<file path="src/shared/poc_params.svh">
`ifndef POC_PARAMS_SVH
`define POC_PARAMS_SVH
// timing
`define POC_CLK_HZ      25000000
`define POC_POWER_HZ    60
`define POC_MEM_MS      10'h3E8
`define POC_MS_CLKS     ((`POC_CLK_HZ + 999) / 1000)
`define POC_CYC_CLKS    ((`POC_CLK_HZ + `POC_POWER_HZ - 1) / `POC_POWER_HZ)
// register byte offsets
`define POC_A_CTRL      6'h00
`define POC_A_MINPOL    6'h04
`define POC_A_STATUS    6'h08
`define POC_A_ECFG0     6'h10
`define POC_A_PICK0     6'h20
`define POC_A_DLY0      6'h30
`define POC_A_STRIDE    6'h04
// reset values
`define POC_MTA_RST     9'h01E
`define POC_MINPOL_RST  16'h0033
`define POC_PICK_RST    16'h0064
`define POC_BTT_RST     2'h1
// arithmetic
`define POC_CT_FLOOR    16'h0005
`define POC_V_NOM       16'h0400
`define POC_V_SHIFT     10
`define POC_ANG_90      11'h05A
`define POC_ANG_180     9'h0B4
`define POC_ANG_270     11'h10E
`define POC_ANG_360     11'h168
`define POC_ANG_720     11'h2D0
`define POC_BTT_NONE    2'h0
`endif

</file>
<file path="src/shared/poc_pkg.sv">
package poc_pkg;
	typedef struct packed {
		logic [15:0] mag;
		logic [8:0]  ang;
	} poc_phasor_t;
	typedef enum logic [1:0] {
		POC_DIR_OFF = 2'h0,
		POC_DIR_FWD = 2'h1,
		POC_DIR_REV = 2'h2
	} poc_dir_t;
	typedef struct packed {
		logic [3:0] lmask;
		logic       restr;
		logic       blk;
		poc_dir_t   dir;
	} poc_ecfg_t;
	typedef enum logic [3:0] {
		POC_MEM_CIF  = 4'h1,
		POC_MEM_LIVE = 4'h2,
		POC_MEM_HOLD = 4'h4,
		POC_MEM_EXP  = 4'h8
	} poc_mem_t;
endpackage

</file>
<file path="src/hw/poc_phase_oc.sv">
// Overview of operation
// RULE1: two time, two instant, one directional element
// RULE2: per element direction: off, forward, reverse
// RULE3: element blocked by setting or logic inputs
// RULE4: time elements judge each phase alone
// RULE5: restraint scales pickup by phase voltage
// RULE6: pickup writes ignored during external protection control; code ignores them only for restrained elements 0,1
// RULE7: no bus transformer forces restraint off
// RULE8: restrained pickup never below 0.05 x CT
// RULE9: instant elements per phase, directionally supervised
// RULE10: directional elements wait one power cycle
// RULE11: per phase quadrature polarization only
// RULE12: polarizing voltage chosen by phase sequence
// RULE13: last polarizing voltage above minimum is stored
// RULE14: memory valid one second, then expired
// RULE15: expiry blocks or frees directional elements
// RULE16: memory refreshed when voltage returns
// RULE17: close into fault follows expiry setting
// RULE18: supervision resumes when voltage above minimum
// RULE19: torque angle 0 to 359, default 30
// RULE20: each phase classed forward or reverse
// RULE21: forward within 90 degrees of torque line
//
// The implementer's own choices: the register addresses and the Avalon-MM register port.
`timescale 1ns/100ps
`include "poc_params.svh"
module poc_phase_oc #(
	parameter int unsigned CYC_CLKS = `POC_CYC_CLKS,
	parameter int unsigned MS_CLKS  = `POC_MS_CLKS
) (
	input  wire logic                        sys_clk_i,         // system clock
	input  wire logic                        rst_b_i,           // sync reset, active low
	input  wire logic [5:0]                  avs_address_i,     // byte address
	input  wire logic                        avs_read_i,        // read request
	input  wire logic                        avs_write_i,       // write request
	input  wire logic [31:0]                 avs_writedata_i,   // write data
	input  wire logic [3:0]                  avs_byteenable_i,  // byte lanes
	output logic      [31:0]                 avs_readdata_o,    // read data
	output logic                             avs_waitrequest_o, // stall
	input  wire poc_pkg::poc_phasor_t [2:0]  cur_i,             // phase currents c,b,a
	input  wire poc_pkg::poc_phasor_t [2:0]  vll_i,             // line voltages ca,bc,ab
	input  wire logic [2:0][15:0]            vph_mag_i,         // phase voltage magnitudes
	input  wire logic [3:0]                  logic_in_i,        // blocking logic inputs
	input  wire logic                        prot_ctrl_i,       // manual close/cold load/reclose active
	output logic      [11:0]                 operate_o,         // element*3+phase operate
	output logic      [2:0]                  forward_o,         // direction per phase
	output logic      [2:0]                  mem_expired_o      // memory expired per phase
);
	localparam logic [19:0] CYC_L = 20'(CYC_CLKS);
	localparam logic [14:0] MS_L  = 15'(MS_CLKS);

	function automatic logic [31:0] merge(input logic [31:0] o, input logic [31:0] n, input logic [3:0] be);
		logic [31:0] r;
		r = o;
		for (int b = 0; b < 4; b++) begin
			if (be[b]) begin
				r[b*8 +: 8] = n[b*8 +: 8];
			end
		end
		return r;
	endfunction

	// forward when current lies within 90 degrees of the torque line
	function automatic logic dir_fwd(input logic [8:0] ia, input logic [8:0] pa, input logic [8:0] max_torque_angle);
		logic [10:0] s;
		logic [10:0] d;
		s = {2'h0, ia} + `POC_ANG_720 - {2'h0, pa} - {2'h0, max_torque_angle};
		d = 11'(s % `POC_ANG_360);
		return (d <= `POC_ANG_90) || (d >= `POC_ANG_270); // RULE21 RULE11
	endfunction

	function automatic logic [8:0] rot180(input logic [8:0] a);
		return (a >= `POC_ANG_180) ? 9'(a - `POC_ANG_180) : 9'(a + `POC_ANG_180);
	endfunction

	function automatic logic [15:0] restrain(input logic [15:0] p, input logic [15:0] v);
		logic [15:0] vr;
		logic [31:0] pr;
		logic [15:0] q;
		vr = (v > `POC_V_NOM) ? `POC_V_NOM : v;
		pr = p * vr; // RULE5
		q  = pr[`POC_V_SHIFT +: 16];
		return (q < `POC_CT_FLOOR) ? `POC_CT_FLOOR : q; // RULE8
	endfunction

	// settings
	logic                   acb_ff;
	logic                   boe_ff;
	logic [1:0]             btt_ff;
	logic [8:0]             mta_ff;
	logic [15:0]            minpol_ff;
	poc_pkg::poc_ecfg_t     ecfg_ff [4];
	logic [15:0]            pick_ff [4];
	logic [15:0]            dly_ff  [2];
	// bus
	logic                   wait_ff;
	logic [31:0]            rdata_ff;
	logic                   wr;
	// timing
	logic [19:0]            cyc_cnt_ff;
	logic                   cyc_tick_ff;
	logic [14:0]            ms_cnt_ff;
	logic                   ms_tick_ff;
	// voltage memory
	poc_pkg::poc_mem_t      mem_ff    [3];
	logic [9:0]             mem_tmr_ff[3];
	logic [8:0]             mem_ang_ff[3];
	poc_pkg::poc_phasor_t   pol       [3];
	logic [2:0]             live;
	logic [2:0]             valid;
	logic [2:0]             fwd;
	// elements
	logic [19:0]            dcnt_ff [12];
	logic [15:0]            tcnt_ff [6];
	logic [11:0]            cond;
	logic [11:0]            dirctl;
	logic [11:0]            nxt_op;
	logic [11:0]            op_ff;
	logic [2:0]             fwd_ff;

	assign wr = avs_write_i && !wait_ff;

	// one-cycle answer: waitrequest drops the cycle after a request is seen
	always_ff @(posedge sys_clk_i) begin
		if (!rst_b_i) begin
			wait_ff <= 1'b1;
		end else if ((avs_read_i || avs_write_i) && wait_ff) begin
			wait_ff <= 1'b0;
		end else begin
			wait_ff <= 1'b1;
		end
	end

	always_ff @(posedge sys_clk_i) begin
		if (!rst_b_i) begin
			acb_ff    <= 1'b0;
			boe_ff    <= 1'b0;
			btt_ff    <= `POC_BTT_RST;
			mta_ff    <= `POC_MTA_RST; // RULE19
			minpol_ff <= `POC_MINPOL_RST;
		end else if (wr && avs_address_i == `POC_A_CTRL) begin
			{mta_ff, btt_ff, boe_ff, acb_ff} <= 13'(merge({19'h0, mta_ff, btt_ff, boe_ff, acb_ff},
				avs_writedata_i, avs_byteenable_i));
		end else if (wr && avs_address_i == `POC_A_MINPOL) begin
			minpol_ff <= 16'(merge({16'h0, minpol_ff}, avs_writedata_i, avs_byteenable_i));
		end
	end

	always_ff @(posedge sys_clk_i) begin
		if (!rst_b_i) begin
			for (int e = 0; e < 4; e++) begin
				ecfg_ff[e] <= '0;
				pick_ff[e] <= `POC_PICK_RST;
			end
			dly_ff[0] <= 16'h0000;
			dly_ff[1] <= 16'h0000;
		end else if (wr) begin
			for (int e = 0; e < 4; e++) begin
				if (avs_address_i == 6'(`POC_A_ECFG0 + `POC_A_STRIDE * e)) begin
					ecfg_ff[e] <= 8'(merge({24'h0, ecfg_ff[e]}, avs_writedata_i, avs_byteenable_i)); // RULE2 RULE3
				end
				// restrained pickup is frozen while other functions steer the protection
				if (avs_address_i == 6'(`POC_A_PICK0 + `POC_A_STRIDE * e) &&
					!(e < 2 && ecfg_ff[e].restr && prot_ctrl_i)) begin // RULE6
					pick_ff[e] <= 16'(merge({16'h0, pick_ff[e]}, avs_writedata_i, avs_byteenable_i));
				end
			end
			for (int e = 0; e < 2; e++) begin
				if (avs_address_i == 6'(`POC_A_DLY0 + `POC_A_STRIDE * e)) begin
					dly_ff[e] <= 16'(merge({16'h0, dly_ff[e]}, avs_writedata_i, avs_byteenable_i));
				end
			end
		end
	end

	always_ff @(posedge sys_clk_i) begin
		if (!rst_b_i) begin
			rdata_ff <= 32'h0000_0000;
		end else if (avs_read_i && wait_ff) begin
			rdata_ff <= 32'h0000_0000;
			case (avs_address_i)
				`POC_A_CTRL:   rdata_ff <= {19'h0, mta_ff, btt_ff, boe_ff, acb_ff};
				`POC_A_MINPOL: rdata_ff <= {16'h0, minpol_ff};
				`POC_A_STATUS: begin
					for (int p = 0; p < 3; p++) begin
						rdata_ff[21+p] <= mem_ff[p] == poc_pkg::POC_MEM_EXP;
						rdata_ff[18+p] <= mem_ff[p] == poc_pkg::POC_MEM_CIF;
					end
					rdata_ff[17:15] <= valid;
					rdata_ff[14:12] <= fwd_ff;
					rdata_ff[11:0]  <= op_ff;
				end
				default: begin
					for (int e = 0; e < 4; e++) begin
						if (avs_address_i == 6'(`POC_A_ECFG0 + `POC_A_STRIDE * e)) begin
							rdata_ff <= {24'h0, ecfg_ff[e]};
						end
						if (avs_address_i == 6'(`POC_A_PICK0 + `POC_A_STRIDE * e)) begin
							rdata_ff <= {16'h0, pick_ff[e]};
						end
					end
					for (int e = 0; e < 2; e++) begin
						if (avs_address_i == 6'(`POC_A_DLY0 + `POC_A_STRIDE * e)) begin
							rdata_ff <= {16'h0, dly_ff[e]};
						end
					end
				end
			endcase
		end
	end

	// power cycle and millisecond enables
	always_ff @(posedge sys_clk_i) begin
		if (!rst_b_i) begin
			cyc_cnt_ff  <= 20'h00000;
			cyc_tick_ff <= 1'b0;
			ms_cnt_ff   <= 15'h0000;
			ms_tick_ff  <= 1'b0;
		end else begin
			cyc_tick_ff <= cyc_cnt_ff == CYC_L - 20'h00001;
			cyc_cnt_ff  <= (cyc_cnt_ff == CYC_L - 20'h00001) ? 20'h00000 : cyc_cnt_ff + 20'h00001;
			ms_tick_ff  <= ms_cnt_ff == MS_L - 15'h0001;
			ms_cnt_ff   <= (ms_cnt_ff == MS_L - 15'h0001) ? 15'h0000 : ms_cnt_ff + 15'h0001;
		end
	end

	// polarizing selection: a uses bc, b uses ca, c uses ab; reversed for acb
	always_comb begin
		for (int p = 0; p < 3; p++) begin
			pol[p] = vll_i[(p + 1) % 3]; // RULE12 RULE11
			if (acb_ff) begin
				pol[p].ang = rot180(vll_i[(p + 1) % 3].ang); // RULE12
			end
			live[p]  = pol[p].mag > minpol_ff;
			valid[p] = mem_ff[p] == poc_pkg::POC_MEM_LIVE || mem_ff[p] == poc_pkg::POC_MEM_HOLD;
			fwd[p]   = dir_fwd(cur_i[p].ang, mem_ang_ff[p], mta_ff); // RULE20
		end
	end

	always_ff @(posedge sys_clk_i) begin
		if (!rst_b_i) begin
			for (int p = 0; p < 3; p++) begin
				mem_ff[p]     <= poc_pkg::POC_MEM_CIF;
				mem_tmr_ff[p] <= 10'h000;
				mem_ang_ff[p] <= 9'h000;
			end
		end else begin
			for (int p = 0; p < 3; p++) begin
				if (live[p]) begin
					mem_ff[p]     <= poc_pkg::POC_MEM_LIVE; // RULE16 RULE18
					mem_ang_ff[p] <= pol[p].ang; // RULE13
					mem_tmr_ff[p] <= 10'h000;
				end else begin
					case (mem_ff[p])
						poc_pkg::POC_MEM_LIVE: mem_ff[p] <= poc_pkg::POC_MEM_HOLD;
						poc_pkg::POC_MEM_HOLD: begin
							if (ms_tick_ff) begin
								mem_tmr_ff[p] <= mem_tmr_ff[p] + 10'h001;
							end
							if (mem_tmr_ff[p] >= `POC_MEM_MS) begin
								mem_ff[p] <= poc_pkg::POC_MEM_EXP; // RULE14
							end
						end
						poc_pkg::POC_MEM_CIF: mem_ff[p] <= poc_pkg::POC_MEM_CIF;
						poc_pkg::POC_MEM_EXP: mem_ff[p] <= poc_pkg::POC_MEM_EXP;
						default: mem_ff[p] <= poc_pkg::POC_MEM_CIF;
					endcase
				end
			end
		end
	end

	// element k = e*3+p; elements 0,1 time graded, 2,3 instantaneous
	always_comb begin
		for (int k = 0; k < 12; k++) begin
			int          e;
			int          p;
			logic [15:0] pu;
			logic        permit;
			logic        blocked;
			permit  = 1'b1;
			blocked = 1'b0;
			e       = k / 3;
			p       = k % 3;
			pu      = pick_ff[e];
			if (e < 2 && ecfg_ff[e].restr && btt_ff != `POC_BTT_NONE) begin // RULE7
				pu = restrain(pick_ff[e], vph_mag_i[p]); // RULE5 RULE4
			end
			dirctl[k] = ecfg_ff[e].dir != poc_pkg::POC_DIR_OFF;
			if (!dirctl[k]) begin
				permit = 1'b1; // RULE2
			end else if (valid[p]) begin
				permit = fwd[p] == (ecfg_ff[e].dir == poc_pkg::POC_DIR_FWD); // RULE2 RULE9
			end else begin
				permit = !boe_ff; // RULE15 RULE17
			end
			blocked   = ecfg_ff[e].blk || |(logic_in_i & ecfg_ff[e].lmask); // RULE3
			cond[k]   = cur_i[p].mag >= pu && permit && !blocked; // RULE4 RULE9
			nxt_op[k] = cond[k] && (!dirctl[k] || dcnt_ff[k] == CYC_L); // RULE10
			if (e < 2) begin
				nxt_op[k] = nxt_op[k] && tcnt_ff[k] >= dly_ff[e];
			end
		end
	end

	always_ff @(posedge sys_clk_i) begin
		if (!rst_b_i) begin
			for (int k = 0; k < 12; k++) begin
				dcnt_ff[k] <= 20'h00000;
			end
			for (int k = 0; k < 6; k++) begin
				tcnt_ff[k] <= 16'h0000;
			end
		end else begin
			for (int k = 0; k < 12; k++) begin
				if (!cond[k]) begin
					dcnt_ff[k] <= 20'h00000;
				end else if (dirctl[k] && dcnt_ff[k] < CYC_L) begin
					dcnt_ff[k] <= dcnt_ff[k] + 20'h00001; // RULE10
				end
			end
			for (int k = 0; k < 6; k++) begin
				if (!cond[k]) begin
					tcnt_ff[k] <= 16'h0000;
				end else if (cyc_tick_ff && tcnt_ff[k] < dly_ff[k / 3]) begin
					tcnt_ff[k] <= tcnt_ff[k] + 16'h0001;
				end
			end
		end
	end

	always_ff @(posedge sys_clk_i) begin
		if (!rst_b_i) begin
			op_ff  <= 12'h000;
			fwd_ff <= 3'h0;
		end else begin
			op_ff  <= nxt_op; // RULE1 RULE3
			fwd_ff <= fwd & valid; // RULE20
		end
	end

	always_ff @(posedge sys_clk_i) begin
		if (!rst_b_i) begin
			mem_expired_o <= 3'h0;
		end else begin
			for (int p = 0; p < 3; p++) begin
				mem_expired_o[p] <= mem_ff[p] == poc_pkg::POC_MEM_EXP; // RULE14
			end
		end
	end

	assign operate_o         = op_ff;
	assign forward_o         = fwd_ff;
	assign avs_readdata_o    = rdata_ff;
	assign avs_waitrequest_o = wait_ff;
endmodule

</file>
<file path="config.mk">
export PLATFORM = sky130hd
export DESIGN_NAME = poc_phase_oc
export DESIGN_NICKNAME = d
export VERILOG_FILES = /design/src/shared/poc_pkg.sv /design/src/hw/poc_phase_oc.sv
export VERILOG_INCLUDE_DIRS = /design/src /design/src/shared
export SDC_FILE = /design/constraint.sdc
export NUM_CORES = 2
export LEC_CHECK = 0
export CAP_MARGIN = 10
export CORE_UTILIZATION = 45
export CTS_CLUSTER_SIZE = 24
export DETAILED_ROUTE_END_ITERATION = 8
export DONT_BUFFER_PORTS = 1
export SYNTH_ARGS = -nofsm -noshare
export SYNTH_HDL_FRONTEND = slang
export SYNTH_SLANG_ARGS = --single-unit
</file>
<file path="constraint.sdc">
create_clock -name sys_clk_i -period 17.7 [get_ports sys_clk_i]
set_clock_uncertainty 0.1 [all_clocks]
set_input_delay 0.885 -clock sys_clk_i [delete_from_list [all_inputs] [get_ports sys_clk_i]]
set_output_delay 0.885 -clock sys_clk_i [all_outputs]
set_load 0.02 [all_outputs]
</file>
==> out/metrics.yaml <==
run_status: "finished clean"
first_iter_violations: 5571
n_fill_cell: 18490
htree_num_levels: 3
ios: 300
rows: 162
globalplace.congestion: 0.9462
synth.avg_cell_area_um2: 9.168
worst_slack_ns: 3.441
slew_headroom_pct: 15.14
seqPwrFrac_pct: 23.6
ys_seq_elements: 642
rsz0062_at_grt: "no"
switching_power_mw: 3.817
viasPerCell: 5.557
antenna_found_initial: 25
fp.dieW_um: 445.6
worstSetupEndpointType: "flop"
synth.distinct_cells: 117
multi_input_area_mm2: 0.06439
start_kind: "input port"
drive_gt1_share_pct: 3.856
setup_viol: 0
via_count: 69390
timing.critical_path.buf_inv: 7
core_area_mm2: 0.1952
register_area_mm2: 0.01818
clock.fmax_mhz: 70.13
dpl_worst_slack_ns: 2.877
antenna_left: 0
synth_area_mm2: 0.08855
pwr-share-comb_pct: 58.6
grt_pass1_vias: 70500
clkTransAtPathRegs_ns: 0.07
peakVddDrop_mv: 0.07506
die_h_um: 445.6
die_area_mm2: 0.1986
grt_overflow: 0
pwr-share-clk_pct: 17.8
required_ns: 17.86
nets: 11990
cts_buffers: 67
grt_first_pass_wirelength_mm: 416.4
worstMarginPinSlew_ns: 1.260
placedInstanceArea_mm2: 0.09249
period_needed_ns: 14.26
drv_cap: 0
initial_utilization_pct: 45.36
hpwl_mm: 207.6
insertion_delay_ns: 0.67
clock-sinks: 642
p_int_mw: 4.514
cts-root-buf: "clkbuf_16"
port_buffers: 0
report.final.slew_viol_count: 0
yosysSeqAreaShare_pct: 20.53
power_mw: 8.330
cts_setup_buffers: 0
design_area_mm2: 0.09484
drc: 0
critical_path_class: "input port to flop"
cp_top_family: "simple AND/OR/NAND/NOR gates"
grt_use_total_pct: 27.37
hold_buffers: 0
hold_class: "input port to flop"
utilization_pct: 48.59
hold_viol_final: 0
syn2layout_area_growth_pct: 7.110
swShare_pct: 45.82
path_common_cell: "a21o_1"
powerDensity_mw_per_mm2: 87.83
finalWirelength_mm: 269.2
fin_setup_tns_ns: 0
leakagePower_nw: 43.87
path_max_fanout: 101
grt_max_degree: 136
yosys_warnings: 0
cts_resized: 0
synthArstFlopShare_pct: 0
cp_slowest_cell: "or3_1"
stdcell_count: 12490
cts_tree: "built"
synthFlopType: "edfxtp_1"
syn_inst: 9658
cts_buffer_depth: 3
fin_hold_ws_ns: 0.2461
firstDrtPassIters: 7
max_stage_delay_ns: 0.76
timing.final.crit_share_pct: 80.56
wl_per_cell_um: 21.56
worstPathArrival_ns: 14.41
synth_edf_count: 532
dp.cells: 12330
per-layer routing:
metal  share of wire, %  vias to the layer above  global-route usage (%)  routed length [um]
li1                   -                    32050                       -                   -
met3                6.7                      540                   3.931               18080
met2                 47                     2186                   45.04              126300
met4                7.1                       10                   17.01               19070
met5              0.025                        -                       0                  68
met1                 39                    34600                   33.88              105700
placed cells by master (no fill, tap or decap), types with 26 or more instances in the layout:
cell type  Yosys  layout
a211oi_1      31      30
a21o_1       130     130
a21oi_1      286     283
a22oi_1       54      54
a31oi_1       44      44
and2_1       225     225
and3_1       540     540
buf_4          9     116
clkbuf_16      0      67
conb_1         2     380
dfxtp_1      110     110
diode_2        0      33
edfxtp_1     532     532
fa_1        1110    1110
ha_1         852     852
inv_1       1532    1531
mux2i_1       29      29
nand2_1      999     999
nand2b_1      83      83
nand3_1      256     256
nand4_1      117     117
nor2_1       544     542
nor2b_1       56      56
nor3_1       183     178
nor3_2        22      26
nor4_1       139     138
o211ai_1      38      38
o21a_1        59      59
o21ai_0      194     189
or2_2         27      27
or3_1         41      41
xnor2_1      281     281
xor2_1       231     231
synth_stat cells, drive strengths merged (232+ instances only):
cell type | number | area (um2)
a21oi | 289 | 1465
and2 | 235 | 1470
and3 | 540 | 3378
clkbuf | 388 | 1456
edfxtp | 532 | 15980
fa | 1110 | 22220
ha | 852 | 10660
inv | 1532 | 5751
nand2 | 999 | 3750
nand3 | 256 | 1281
nor2 | 548 | 2067
xnor2 | 285 | 2537
xor2 | 232 | 2039
power groups by stage:
stage	combinational (mW)	clock, mW	sequential [mW]
after floorplan	3.61	0	1.93
after global placement	4.76	0	1.99
after detailed placement	4.83	0	2.00
after CTS	4.87	1.51	1.97
after global routing	5.48	1.56	1.99
final	4.88	1.48	1.97
final timing paths:
check | startpoint | to | slack, ns | depth (start not counted)
setup / recovery | vph_mag_i[45] | dcnt_ff[0][47] | 3.44 | 47
hold / removal | rst_b_i | btt_ff[0] | 0.25 | 1
setup reg to reg | pick_ff[0][10] | dcnt_ff[0][47] | 4.51 | 40
hold reg to reg | ms_cnt_ff[0] | ms_cnt_ff[0] | 0.35 | 1
worst register-to-register path, delay by kind of cell (launching register included):
| family | cells | cell delay [ns] |
|---|---|---|
| AO/OA/AOI/OAI | 19 | 4.11 |
| adder cells (fa/ha/maj) | 8 | 3.59 |
| flip-flops | 1 | 0.85 |
| buffers and inverters | 4 | 0.63 |
| AND/OR/NAND/NOR | 9 | 3.51 |
layout make-up:
cell class              count  share of cell area (%)
diodes                     33                 0.08707
clock buffers              88                   1.893
clock inverters            36                  0.4776
inverters                1532                   6.063
multi-input cells        7411                   67.89
flip-flops and latches    642                   19.17
well taps                2624                   3.462
repair buffers            121                  0.9604
registers in the layout (all words and copies together) (netlist names), 16 cells and up:
register and flops:
avs_readdata_o 24, cyc_cnt_ff 20, dcnt_ff 240, dly_ff 32
ecfg_ff 32, mem_ang_ff 27, mem_tmr_ff 30, minpol_ff 16
pick_ff 64, tcnt_ff 96
logic make-up after synthesis:
group | count (synthesis) | share of synthesized area (%)
other | 2 | 0.008481
buffers and inverters | 1983 | 8.526
adders and majority gates | 1963 | 37.15
DFF | 642 | 20.53
muxes | 40 | 0.4677
AOI/OAI and AO/OA | 1138 | 8.833
xor gates and xnor gates | 517 | 5.169
and+or+nand+nor | 3373 | 19.32
Note: power is estimated with default switching activity, not from simulation.
